File: src/hdl/step_motion_defs.svh
// Named constants for the motion parameter and homing block.
// Assumes a 25 MHz system clock; included by the settling timer and the motion module, not by the package or the interface.
`ifndef STEP_MOTION_DEFS_SVH
`define STEP_MOTION_DEFS_SVH

`define CLK_HZ              25000000
`define HOLD_UNIT_MS        10
`define HOLD_TICK_CYCLES    (`CLK_HZ / 1000 * `HOLD_UNIT_MS)

`define JOG_SPEED_DEFAULT   16'h0190
`define JOG_SPEED_MAX       16'h6d60
`define DIVIDER_DEFAULT     8'h04
`define DIVIDER_MIN         16'h0001
`define DIVIDER_MAX         16'h00ff
`define HOLD_DEFAULT        8'h64
`define HOLD_MIN            16'h0005
`define HOLD_MAX            16'h00ff
`define HOLD_DISABLE        8'hff
`define HOME_DIR_DEFAULT    1'h0

`define MEM_OPT_PARAMS      16'h0000
`define MEM_OPT_PROGRAM     16'h0001
`define MEM_OPT_DEFAULTS    16'h0002
`define MEM_OPT_ERASE       16'h0003

`endif

File: src/hdl/step_motion_pkg.sv
// Types shared by the motion parameter and homing block.
// Assumes the command parser decodes each command letter into cmd_code_type.
package step_motion_pkg;

   typedef enum logic [2:0] {
      CMD_JOG_SPEED,
      CMD_MEMORY,
      CMD_DIVIDER,
      CMD_HOLD,
      CMD_HOME
   } cmd_code_type;

   typedef enum logic [2:0] {
      ST_IDLE,
      ST_JOG,
      ST_JOG_STOP,
      ST_HOME_SEEK,
      ST_HOME_DECEL,
      ST_HOME_BACK
   } motion_state_type;

endpackage

File: src/hdl/hold_timer_if.sv
// Carrier between the motion block and its hold-settling timer.
// Assumes both ends share mclk_i.
`timescale 1ns/10ps
interface hold_timer_if;
   logic       step;
   logic       last_step;
   logic [7:0] delay;
   logic       run_current;

   modport owner (output step, output last_step, output delay, input run_current);
   modport timer (input step, input last_step, input delay, output run_current);
endinterface

File: src/hdl/hold_settle_timer.sv
// Hold-settling timer: drops winding drive from run to hold after motion ends.
// Assumes step pulses are one clock wide and synchronous to mclk_i.
`timescale 1ns/10ps
`include "step_motion_defs.svh"
module hold_settle_timer #(
   parameter int TICK_CYCLES = `HOLD_TICK_CYCLES
) (
   input  wire logic   mclk_i,
   input  wire logic   arst_n_i,
   hold_timer_if.timer t
);
   logic [17:0] prescale;
   logic [7:0]  ticks;
   logic        counting;
   logic        run;
   wire         tick     = counting && (prescale == 18'(TICK_CYCLES - 1));
   // 255 disables drop
   wire         disabled = (t.delay == `HOLD_DISABLE);
   wire         expire   = tick && !disabled && (8'(ticks + 8'h01) >= t.delay);

   assign t.run_current = run;

   // 10 ms tick
   always_ff @(posedge mclk_i or negedge arst_n_i) begin
      if (!arst_n_i) begin
         prescale <= 18'h00000;
         ticks    <= 8'h00;
      end else if (t.step || !counting || tick) begin
         prescale <= 18'h00000;
         ticks    <= (t.step || !counting) ? 8'h00 : 8'(ticks + 8'h01);
      end else begin
         prescale <= 18'(prescale + 18'h00001);
      end
   end

   // restart on step
   // drop to hold
   always_ff @(posedge mclk_i or negedge arst_n_i) begin
      if (!arst_n_i) begin
         counting <= 1'b0;
         run      <= 1'b0;
      end else if (t.step) begin
         counting <= t.last_step;
         run      <= 1'b1;
      end else if (expire) begin
         counting <= 1'b0;
         run      <= 1'b0;
      end
   end
endmodule

File: src/hdl/step_motion_param_homing.sv
// Motion parameters (jog speed, speed divider, hold delay), memory clear and restore,
// jog inputs and the three-stage (seek, decelerate, reverse) find-home sequence of a step motor controller.
// Assumes a command parser delivering decoded commands and a ramp generator that
// takes the run, direction, ramp, stop and rate outputs and reports steps back.
// How it works
// Jog speed is kept in steps per second, default 400, used while jogging.
// Jog speed query without value in immediate mode replies the stored speed.
// A new jog press aborts the running program and halts any motion.
// Memory option 0 reloads parameters from non-volatile copies only.
// Memory option 1 reloads program memory from non-volatile copies only.
// Memory option 2 loads factory default parameters only.
// Memory option 3 erases working program space only.
// No memory option ever writes the non-volatile store.
// Memory command without option acts as option 0.
// Every ramp and slew rate is divided by the divider, 1 to 255, default 4.
// Divider write acts at once; query without value replies the divider.
// The host leaves the divider alone while the axis moves.
// After motion, drive drops to hold once the 10 ms delay, default 100, ends.
// Countdown starts at the final step and restarts on any further step.
// A delay of 255 keeps run current forever.
// Delay writes below 5 or above 255 store the default 100 instead.
// Delay write acts at once; query without value replies the delay.
// Find-home takes a speed and optional direction, positive when absent.
// Homing ramps up to the home speed and runs until the switch is active.
// On switch active, decelerate to stop, then reverse at initial velocity.
// Stop the reverse move the moment the switch turns inactive.
// Parameter writes touch working copies only; saving is a separate command.
// The home switch pin is inverted, low reads as active.
// The hold countdown runs on a 10 ms tick derived from the system clock.
`timescale 1ns/10ps
`include "step_motion_defs.svh"
module step_motion_param_homing #(
   parameter int TICK_CYCLES = `HOLD_TICK_CYCLES
) (
   input  wire logic                        mclk_i,
   input  wire logic                        arst_n_i,
   input  wire logic                        cmd_valid_i,
   input  wire step_motion_pkg::cmd_code_type cmd_code_i,
   input  wire logic                        cmd_has_value_i,
   input  wire logic [15:0]                 cmd_value_i,
   input  wire logic                        cmd_arg2_present_i,
   input  wire logic                        cmd_arg2_i,
   input  wire logic                        immediate_mode_i,
   output logic                             reply_valid_o,
   output logic [15:0]                      reply_value_o,
   input  wire logic [15:0]                 nv_jog_speed_i,
   input  wire logic [7:0]                  nv_divider_i,
   input  wire logic [7:0]                  nv_hold_delay_i,
   output logic                             mem_restore_params_o,
   output logic                             mem_restore_program_o,
   output logic                             mem_load_defaults_o,
   output logic                             mem_erase_program_o,
   input  wire logic                        jog_plus_i,
   input  wire logic                        jog_minus_i,
   output logic                             abort_program_o,
   output logic                             halt_motion_o,
   input  wire logic                        home_sw_n_i,
   input  wire logic [15:0]                 initial_velocity_i,
   input  wire logic                        motor_stopped_i,
   input  wire logic                        step_pulse_i,
   input  wire logic                        last_step_i,
   output logic                             move_run_o,
   output logic                             move_dir_o,
   output logic                             move_ramp_o,
   output logic                             move_stop_o,
   output logic [15:0]                      move_rate_o,
   output logic                             home_busy_o,
   output logic [7:0]                       divider_o,
   output logic                             run_current_o
);
   step_motion_pkg::motion_state_type state;
   step_motion_pkg::motion_state_type next_state;
   logic [15:0] jog_speed;
   logic [7:0]  divider;
   logic [7:0]  hold_delay;
   logic [15:0] home_speed;
   logic        jog_prev;
   hold_timer_if ht ();

   // Divides a requested step rate by the prescaler; a zero divider passes it through.
   function automatic logic [15:0] scale_rate(input logic [15:0] rate, input logic [7:0] div);
      scale_rate = (div == 8'h00) ? rate : 16'(rate / {8'h00, div});
   endfunction

   wire         has_val    = cmd_has_value_i;
   wire         query      = cmd_valid_i && !has_val && immediate_mode_i;
   wire         cmd_jog    = cmd_valid_i && (cmd_code_i == step_motion_pkg::CMD_JOG_SPEED);
   wire         cmd_mem    = cmd_valid_i && (cmd_code_i == step_motion_pkg::CMD_MEMORY);
   wire         cmd_div    = cmd_valid_i && (cmd_code_i == step_motion_pkg::CMD_DIVIDER);
   wire         cmd_hold   = cmd_valid_i && (cmd_code_i == step_motion_pkg::CMD_HOLD);
   wire         cmd_home   = cmd_valid_i && (cmd_code_i == step_motion_pkg::CMD_HOME);
   wire         jog_write  = cmd_jog && has_val && (cmd_value_i <= `JOG_SPEED_MAX);
   wire         div_write  = cmd_div && has_val && (cmd_value_i >= `DIVIDER_MIN)
                             && (cmd_value_i <= `DIVIDER_MAX);
   wire         hold_write = cmd_hold && has_val;
   wire         hold_ok    = (cmd_value_i >= `HOLD_MIN) && (cmd_value_i <= `HOLD_MAX);
   // missing option means 0
   wire  [15:0] mem_opt    = has_val ? cmd_value_i : `MEM_OPT_PARAMS;
   wire         mem_params = cmd_mem && (mem_opt == `MEM_OPT_PARAMS);
   wire         mem_dflt   = cmd_mem && (mem_opt == `MEM_OPT_DEFAULTS);
   // switch input inverted
   wire         home_active = !home_sw_n_i;
   wire         jog_level  = jog_plus_i || jog_minus_i;
   wire         jog_hit    = jog_level && !jog_prev;
   wire         home_start = cmd_home && has_val && (cmd_value_i != 16'h0000)
                             && (state == step_motion_pkg::ST_IDLE) && !jog_hit;
   // default direction
   wire         home_dir   = cmd_arg2_present_i ? cmd_arg2_i : `HOME_DIR_DEFAULT;
   wire  [15:0] sel_rate   = (state == step_motion_pkg::ST_HOME_BACK) ? initial_velocity_i :
                             (state == step_motion_pkg::ST_HOME_SEEK ||
                              state == step_motion_pkg::ST_HOME_DECEL) ? home_speed : jog_speed;

   assign move_run_o  = (state != step_motion_pkg::ST_IDLE);
   assign move_ramp_o = (state != step_motion_pkg::ST_HOME_BACK);
   assign move_stop_o = (state == step_motion_pkg::ST_JOG_STOP) ||
                        (state == step_motion_pkg::ST_HOME_DECEL);
   assign home_busy_o = (state == step_motion_pkg::ST_HOME_SEEK) ||
                        (state == step_motion_pkg::ST_HOME_DECEL) ||
                        (state == step_motion_pkg::ST_HOME_BACK);
   assign divider_o   = divider;

   // seek until switch active
   // decelerate, then reverse
   // stop on switch release
   always_comb begin
      next_state = state;
      case (state)
         step_motion_pkg::ST_IDLE:       if (home_start) next_state = step_motion_pkg::ST_HOME_SEEK;
         step_motion_pkg::ST_JOG:        if (!jog_level) next_state = step_motion_pkg::ST_JOG_STOP;
         step_motion_pkg::ST_JOG_STOP:   if (motor_stopped_i) next_state = step_motion_pkg::ST_IDLE;
         step_motion_pkg::ST_HOME_SEEK:  if (home_active) next_state = step_motion_pkg::ST_HOME_DECEL;
         step_motion_pkg::ST_HOME_DECEL: if (motor_stopped_i) next_state = step_motion_pkg::ST_HOME_BACK;
         step_motion_pkg::ST_HOME_BACK:  if (!home_active) next_state = step_motion_pkg::ST_IDLE;
         default:                        next_state = step_motion_pkg::ST_IDLE;
      endcase
      // jog overrides everything
      if (jog_hit) begin
         next_state = step_motion_pkg::ST_JOG;
      end
   end

   always_ff @(posedge mclk_i or negedge arst_n_i) begin
      if (!arst_n_i) begin
         state    <= step_motion_pkg::ST_IDLE;
         jog_prev <= 1'b0;
      end else begin
         state    <= next_state;
         jog_prev <= jog_level;
      end
   end

   always_ff @(posedge mclk_i or negedge arst_n_i) begin
      if (!arst_n_i) begin
         move_dir_o <= `HOME_DIR_DEFAULT;
         home_speed <= 16'h0000;
      end else if (jog_hit) begin
         move_dir_o <= jog_minus_i;
      end else if (home_start) begin
         move_dir_o <= home_dir;
         home_speed <= cmd_value_i;
      end else if (state == step_motion_pkg::ST_HOME_DECEL && motor_stopped_i) begin
         move_dir_o <= !move_dir_o;
      end
   end

   // rate divided by prescaler
   always_ff @(posedge mclk_i or negedge arst_n_i) begin
      if (!arst_n_i) begin
         move_rate_o <= 16'h0000;
      end else begin
         move_rate_o <= scale_rate(sel_rate, divider);
      end
   end

   // abort and halt pulses
   // halt at switch release
   always_ff @(posedge mclk_i or negedge arst_n_i) begin
      if (!arst_n_i) begin
         abort_program_o <= 1'b0;
         halt_motion_o   <= 1'b0;
      end else begin
         abort_program_o <= jog_hit;
         halt_motion_o   <= jog_hit || (state == step_motion_pkg::ST_HOME_BACK && !home_active);
      end
   end

   // reload parameters
   // reload program
   // factory defaults
   // erase program
   // no store write
   always_ff @(posedge mclk_i or negedge arst_n_i) begin
      if (!arst_n_i) begin
         mem_restore_params_o  <= 1'b0;
         mem_restore_program_o <= 1'b0;
         mem_load_defaults_o   <= 1'b0;
         mem_erase_program_o   <= 1'b0;
      end else begin
         mem_restore_params_o  <= mem_params;
         mem_restore_program_o <= cmd_mem && (mem_opt == `MEM_OPT_PROGRAM);
         mem_load_defaults_o   <= mem_dflt;
         mem_erase_program_o   <= cmd_mem && (mem_opt == `MEM_OPT_ERASE);
      end
   end

   // working copies only
   // jog speed register
   // divider takes effect at once
   // reject bad delay
   // delay takes effect at once
   always_ff @(posedge mclk_i or negedge arst_n_i) begin
      if (!arst_n_i) begin
         jog_speed  <= `JOG_SPEED_DEFAULT;
         divider    <= `DIVIDER_DEFAULT;
         hold_delay <= `HOLD_DEFAULT;
      end else if (mem_dflt) begin
         jog_speed  <= `JOG_SPEED_DEFAULT;
         divider    <= `DIVIDER_DEFAULT;
         hold_delay <= `HOLD_DEFAULT;
      end else if (mem_params) begin
         jog_speed  <= nv_jog_speed_i;
         divider    <= nv_divider_i;
         hold_delay <= nv_hold_delay_i;
      end else begin
         if (jog_write) jog_speed <= cmd_value_i;
         if (div_write) divider <= cmd_value_i[7:0];
         if (hold_write) hold_delay <= hold_ok ? cmd_value_i[7:0] : `HOLD_DEFAULT;
      end
   end

   // jog speed query
   // divider query
   // delay query
   always_ff @(posedge mclk_i or negedge arst_n_i) begin
      if (!arst_n_i) begin
         reply_valid_o <= 1'b0;
         reply_value_o <= 16'h0000;
      end else begin
         reply_valid_o <= query && (cmd_jog || cmd_div || cmd_hold);
         if (query && cmd_jog) reply_value_o <= jog_speed;
         else if (query && cmd_div) reply_value_o <= {8'h00, divider};
         else if (query && cmd_hold) reply_value_o <= {8'h00, hold_delay};
      end
   end

   // hold settling timer
   // step restarts timer
   assign ht.step      = step_pulse_i;
   assign ht.last_step = last_step_i;
   assign ht.delay     = hold_delay;
   assign run_current_o = ht.run_current;

   hold_settle_timer #(
      .TICK_CYCLES (TICK_CYCLES)
   ) u_hold (
      .mclk_i   (mclk_i),
      .arst_n_i (arst_n_i),
      .t        (ht.timer)
   );
endmodule

File: config.mk
export PLATFORM = sky130hd
export DESIGN_NAME = step_motion_param_homing
export DESIGN_NICKNAME = d
export VERILOG_FILES = /design/src/hdl/step_motion_pkg.sv /design/src/hdl/hold_timer_if.sv /design/src/hdl/hold_settle_timer.sv /design/src/hdl/step_motion_param_homing.sv
export VERILOG_INCLUDE_DIRS = /design/src /design/src/hdl
export SDC_FILE = /design/constraint.sdc
export NUM_CORES = 1
export LEC_CHECK = 0
export BUFFER_PORTS_ARGS = -buffer_cell sky130_fd_sc_hd__buf_2
export CORE_ASPECT_RATIO = 1.4
export CORE_MARGIN = 2
export CORE_UTILIZATION = 45
export CTS_BUF_LIST = sky130_fd_sc_hd__clkbuf_16
export DETAILED_ROUTE_END_ITERATION = 8
export PLACE_DENSITY_LB_ADDON = 0.08
export SLEW_MARGIN = 20
export SYNTH_ARGS = -nofsm -noshare
export SYNTH_HDL_FRONTEND = slang
export SYNTH_HIERARCHICAL = 1
export SYNTH_SLANG_ARGS = --single-unit
File: constraint.sdc
create_clock -name mclk_i -period 28 [get_ports mclk_i]
set_input_delay 2.8 -clock mclk_i [delete_from_list [all_inputs] [get_ports mclk_i]]
set_output_delay 2.8 -clock mclk_i [all_outputs]
set_load 0.005 [all_outputs]
==> run summary, run 1 <==
The run finished, with violations left. The final reports fail on negative setup slack. Once the floorplan was initialized, standard cells occupied 45.3% of the core. The number of global-route vias before repair is 12700. For this design, the slowest cell found on the critical path is sky130_fd_sc_hd__o41a_1. For the die area, the log shows 0.0274 sq mm. In this run the number of H-tree levels came out at 4.

The largest single stage delay on the critical path is 0.43 ns. The floorplan has 70 rows. The post-detailed-route DRC marker count was 0; the share of synthesized area occupied by flip-flops and latches was 25.6%. After filler insertion, the fill cell instance count of the layout stands at 2292. The first global-routing pass estimated 66700 microns of wire. The worst setup path is launched from an input port. The core region is 0.0259 sq mm. The detailed-placement wirelength estimate was 33000 microns; the initial antenna violation count was 5. The cell family contributing the most delay on the critical path is compound AO/OA/AOI/OAI gates.

The number of setup violations in the final report came out at 1. In this run the most critical hold path is launched from reply_value_o[7]. The worst pin sits at a relative slew slack of 27.3%. Of the post-synthesis cell area, the dominant cell type holds 24.1%. Based on the critical path, the design can be clocked at up to 35.5 MHz. The worst setup path is of the in -> reg kind.

The slew at the pin with the worst max-slew slack is 1.08 ns, and the remaining number of nets flagged by the antenna check after routing is 0. The tools report the endpoint kind of the worst setup timing path as a register. Classification of the worst-slack hold path: reg -> reg.

Data on the critical path arrives at its endpoint at 28.47 ns. Setup repair after global routing could not meet its margin everywhere. Leaving out fill and tap cells, the most frequent cell in the layout is sky130_fd_sc_hd__buf_4. Counting instances, the worst hold path has a depth of 2. Cell taking the most area after synthesis: sky130_fd_sc_hd__dfrtp_1. In this run the tool buffered the top-level ports with 132 buffer cells. Clock-pin slew was measured on the worst setup and hold paths at 0.06 ns. The floorplan step set the die height to 195 microns. The tree is rooted in a sky130_fd_sc_hd__clkbuf_16.

Across the run, the number of max-cap violations was 0. After the first detailed-routing iteration, the DRC count stood at 643. Routability-driven placement finished with a final weighted congestion of 0.903. Global routing used 30.8% of the available tracks. In this run the critical register-to-register path is launched from state[1].

The async set-or-reset flop fraction in the synthesized netlist was 100%. Count of clock tree sinks: 120. Hold-critical path endpoint: reply_value_o[7]. The top-level port count is 133. The post-synth net total is 1598, and the critical path required time is 28.30 ns. The number of flops mapped to enable cells by yosys came out at 0. In the final routed layout, each cell accounts on average for 20.0 microns. The number of optimization iterations in the first detailed-route pass was 7; the worst slack after detailed placement was -1.13 ns. Counting every instance in the synthesized netlist gives 1407. The share of the clock period used by the worst path is 101%, and the pin count of the biggest net entering global routing is 65. Of all nets on the critical path, the largest fanout is 7.

The tools report the slack of the worst reg-to-reg path as 0.84 ns. The via density per instance works out to 5.92. The clock passes through at most 2 buffers. The share of the core filled with cells is 62.7%, and the count of cells along the worst register-to-register path is 140. In this run, CTS created clock tree buffers numbering 17.

The top cell types in the final layout, fill and taps aside, are sky130_fd_sc_hd__buf_4, sky130_fd_sc_hd__buf_2, sky130_fd_sc_hd__nand2_1. During synthesis, Yosys emitted a total of 6 warnings. The commonest register cell after synthesis was sky130_fd_sc_hd__dfrtp_1.

For the post-route setup TNS, the log shows -0.178 ns. The run gives 0.0117 sq mm as the combined area of all synthesized cells. The later pin in the worst-skew pair is clocked with a latency of 0.43 ns. Capture point of the worst reg-to-reg path: move_rate_o[0]. Final-report hold violation count: 0. TritonCTS built the clock tree.

Each instance of the synthesized netlist takes up on average 8.35 sq um. The tools report the setup slack after layout as -0.178 ns. Ranked by total cell area, the synthesized netlist is headed by sky130_fd_sc_hd__dfrtp_1, sky130_fd_sc_hd__ha_1, sky130_fd_sc_hd__nand2_1. After global routing the overflow that remains totals 0. The logs give 12800 for the total via count in the routed design and 0 for the total count of max-transition violations in the final report. The final wirelength is 43100 microns. Relative to the synthesized area, the layout overhead comes to 38.4%.

The distinct cell type count after synthesis is 97. Counting I/O delays and the setup requirement, the final critical path takes 28.18 ns. The hold-fix buffer count after cts is 0, and the largest clock skew in the final design is 0.00782 ns. The count of state elements after synthesis works out to 120. The die width is 141 microns. Number of buffers and inverters on the critical path: 9. Cell repeated most along the worst path: sky130_fd_sc_hd__o21a_1.

The share of post-route cells with drive strength above 1 is 36.4%, and the number of nets in the final layout is 2006.
area by class of cell:
| cell class | instances | area (sq um) | share of cell area [%] |
|---|---|---|---|
| Multi-Input combinational cell | 1183 | 9060 | 55.8 |
| Sequential cell | 120 | 3010 | 18.5 |
| Timing Repair Buffer | 437 | 2970 | 18.3 |
| Clock buffer | 17 | 425 | 2.62 |
| Tap cell | 324 | 405 | 2.49 |
| Inverter | 56 | 210 | 1.29 |
| Clock inverter | 15 | 154 | 0.947 |
| Antenna cell | 4 | 10.0 | 0.0616 |
through the flow:
| stage | hold WS, ns | std cells | instance area, sq um |
|---|---|---|---|
| floorplan | 0.455 | 1407 | 12200 |
| global placement | 0.463 | 2073 | 14900 |
| detailed placement | 0.469 | 2073 | 14900 |
| CTS | 0.483 | 2135 | 15900 |
| global route | 0.510 | 2153 | 16200 |
| finish | 0.475 | 2156 | 16300 |
state kept, by name, indices dropped and copies added, names as in the netlist:
register and flops:
divider_o 8, u_hold/prescale 18, move_rate_o 16, abort_program_o 1, reply_value_o 16, hold_delay 8, jog_speed 16, u_hold/counting 1
mem_restore_program_o 1, jog_prev 1, u_hold/ticks 8, reply_valid_o 1, mem_restore_params_o 1, home_speed 16, move_dir_o 1, u_hold/t.run_current 1
mem_load_defaults_o 1, state 3, mem_erase_program_o 1, halt_motion_o 1
cell usage after synthesis (all sizes together) (19+ instances only):
library cell	count
o21a	52
nor2	114
a21oi	75
o22ai	30
nand4	22
o31ai	23
inv	56
xnor2	40
clkbuf	30
mux2	38
a31oi	20
nand2b	20
buf	19
nor3	63
o21ai	84
nand2	131
a21o	33
dfrtp	113
ha	111
mux2i	34
nand3	36
cell families after synthesis:
kind of cell / Yosys count / synth area share (%)
DFF: 120 / 25.6
adders and majority gates: 111 / 11.8
buffers and inverters: 105 / 3.75
muxes: 72 / 6.61
xor gates and xnor gates: 54 / 4.03
and+or+nand+nor: 493 / 21.1
AOI/OAI and AO/OA: 452 / 27.0
worst max-delay path by stage:
stage                            from              to  depth (start not counted)
3_3_place_gp   initial_velocity_i[15]  move_rate_o[0]                        145
3_5_place_dp   initial_velocity_i[15]  move_rate_o[0]                        144
5_1_grt        initial_velocity_i[15]  move_rate_o[0]                        142
2_1_floorplan  initial_velocity_i[15]  move_rate_o[0]                        147
4_1_cts        initial_velocity_i[15]  move_rate_o[0]                        142
6_report       initial_velocity_i[15]  move_rate_o[0]                        141
routing by layer:
metal	GRT usage, %	share of wire [%]
met1	35.2	40
met5	0	0.037
met3	3.92	4.6
met4	11.6	3.0
met2	57.9	53
tightest hold or removal path, stage by stage, from the launching register on:
cell and delay [ns]:
sky130_fd_sc_hd__dfrtp_1 0.34, sky130_fd_sc_hd__nand2_1 0.04, sky130_fd_sc_hd__o21ai_0 0.06
what timing repair did:
| item | 4_1_cts | 5_1_grt |
|---|---|---|
| setup buffers | 29 | 17 |
| endpoints found under the setup margin | 1 | 2 |
| gates resized for setup | 38 | 44 |
| pin swaps | 43 | 36 |
| endpoints found under the hold margin | 0 | 0 |
| cloned | 1 | 0 |
Power of run 1 is not shown: default switching activity piles up to over one toggle a cycle in this logic, so the estimate is an artifact.
==> run 2: changes to the inputs <==
- CTS_BUF_LIST: sky130_fd_sc_hd__clkbuf_16 -> sky130_fd_sc_hd__clkbuf_2
- HOLD_SLACK_MARGIN: default -> 0.06
==> run 2 against run 1 <==
The flow still finishes with violations (negative setup slack). Die area unchanged. Routed wire length is 1.9% lower. Clock-buffer cell count stayed put. Critical path depth up 2. Cell area shrank 3.3%. Critical path type unchanged.
==> run summary, run 2 (synthesis gave the netlist of run 1 again) <==
In this run the most critical hold path is launched from u_hold/prescale[0]. The path class of the tightest hold or removal check is reg -> reg. Clock tree synthesis inserted a total of 17 buffers. The tools report the number of optimization iterations in the first detailed-route pass as 5.

The most critical setup path has its startpoint at initial_velocity_i[15]. The tools report the setup slack after layout as -0.0241 ns. For the pin with the worst max-slew slack, the measured transition is 1.09 ns. The via density per instance came out at 5.91. The largest individual stage delay along the critical path comes from the cell sky130_fd_sc_hd__or4_4. The critical path required time is 28.60 ns. TritonCTS built the clock tree. Initial antenna violation count: 6.

The startpoint type of the worst setup path is an input port. The number of setup violations in the final report is 1, and the shortest period the worst path allows is 28.02 ns. Counting every sink on the clock net gives 120.

The number of violations reported at the end of detailed-routing iteration 0 was 746; the share of the clock period used by the worst path was 100%. Leaving out fill and tap cells, the most frequent cell in the layout is sky130_fd_sc_hd__buf_4. The final wirelength was 42300 microns; the post-detailed-route DRC marker count was 0. The flow ran to the end, but the final reports show violations. The longest clock path from root to sink contains 2 buffers. The clock arrives with 0.0371 ns of skew. From synthesis to final layout, the design area changed by 33.8%. The tools report the CTS H-tree depth as 4. The total via count in the routed design was 12700. After global routing the overflow that remains totals 0.

The number of flip-flops in the largest register was 18; the total count of max-transition violations in the final report was 0. Worst-skew pair later-pin latency: 0.71 ns. The checks that failed: negative setup slack. The tools report the launch instance of the worst register-to-register path as state[1].

Fill cells in the final layout number 2371. In this run, post-CTS hold repair placed 0 buffers. The tool flagged a number of max-cap violations equal to 0. Register ranked first by flip-flop count: u_hold/prescale. The final-report hold violation count was 0. The port buffer count came out at 132. At the end of routability-driven placement, the weighted congestion stood at 0.903.

Entering global routing, the biggest net connects 65 pins. The first global-routing pass estimated 65300 microns of wire. The share of post-route cells with drive strength above 1 is 35.4%. The die width is 141 microns, and the remaining number of nets flagged by the antenna check after routing is 0. The floorplan step defined a core boundary enclosing 0.0259 sq mm.

Vertical die dimension: 195 microns. Count of cells along the worst register-to-register path: 142. Along the worst path, the maximum fanout reaches 8.

The total instance count after detailed placement is 2073, and the clock slew seen by the registers of the worst setup and hold paths is 0.20 ns. Global routing consumed, over all layers together, 30.1% of the routing resources. The logs give 45.3% for the starting density of the core and 35.7 MHz for the maximum achievable frequency. The worst hold path stage count came out at 1. The die covers 0.0274 sq mm. Buffer type at the clock tree root: sky130_fd_sc_hd__clkbuf_2. The worst-case headroom to the max-slew limit came out at 26.3%. Dividing the detail-routed wire length by the instance count gives 19.8 microns. STA puts the critical path data arrival time at 28.63 ns.

Setup repair after global routing could not meet its margin everywhere. For this run, the slowest stage of the critical path takes 0.42 ns. The finished layout holds 2139 standard cells, fillers aside.

Number of global-route vias before repair: 12400. In this design, the critical path's most frequently occurring cell is sky130_fd_sc_hd__o21a_1. After floorplanning, the core was divided into 70 placement rows. After the last flow step, the layout net total stands at 1988. The type of the worst setup path was in -> reg.

For the top-level port count, the log shows 133. STA classifies the critical path endpoint as a register. The library cells used most frequently in the layout, excluding fill and tap cells, are sky130_fd_sc_hd__buf_4, sky130_fd_sc_hd__buf_2, sky130_fd_sc_hd__nand2_1. The HPWL after detailed placement is 33000 microns.
-- run 2: cell type report --
class                   count  area [sq um]  area share (%)
well taps                 324           405            2.58
inverters                  56           210            1.34
diodes                      5          12.5          0.0796
clock buffers              17          85.1           0.542
repair buffers            420          2840            18.1
flip-flops and latches    120          3010            19.2
multi-input cells        1182          8990            57.2
clock inverters            15           154           0.980
-- run 2: per-layer routing --
layer	global-route usage [%]	routed length (microns)	share of wire (%)
met4	9.15	1230	2.9
met5	0	16	0.038
met1	34.8	16700	40
met2	57.1	22300	53
met3	4.00	1970	4.6
-- run 2: path summary, 6_finish.rpt --
| path | slack [ns] | end |
|---|---|---|
| hold / removal | 0.50 | u_hold/prescale[0] |
| hold reg to reg | 0.50 | u_hold/prescale[0] |
| min in group asynchronous | 2.11 | reply_value_o[3] |
| setup / recovery | -0.02 | move_rate_o[0] |
| max in group asynchronous | 24.55 | u_hold/prescale[1] |
| setup reg to reg | 0.70 | move_rate_o[0] |
-- run 2: metrics by stage --
stage | worst slack, ns | area (sq um) | utilization (%) | setup TNS (ns) | hold slack (ns)
after floorplan | -1.31 | 12200 | - | -1.31 | 0.455
after detailed placement | -1.13 | 14900 | 57.6 | -1.13 | 0.469
after global routing | -1.36 | 15700 | 60.6 | -1.36 | 0.531
after global placement | -0.645 | 14900 | 57.6 | -0.645 | 0.463
after CTS | 0.00387 | 15200 | 58.8 | 0 | 0.500
final | -0.0241 | 15700 | 60.6 | -0.0241 | 0.496
-- run 2: worst max-delay path, delay by kind of cell --
kind	cells	cell delay [ns]
mux	9	1.96
compound gates	79	13.78
buf+inv	9	1.01
simple gates	30	4.54
fa+ha+maj	16	4.48
-- run 2: repair_timing --
action                     CTS  global route
setup endpoints to repair    1             2
pin swaps                    5            84
gates resized for setup     12            60
hold endpoints to repair     0             0
setup buffers                2            27
Power of run 2 is left out for the same reason.
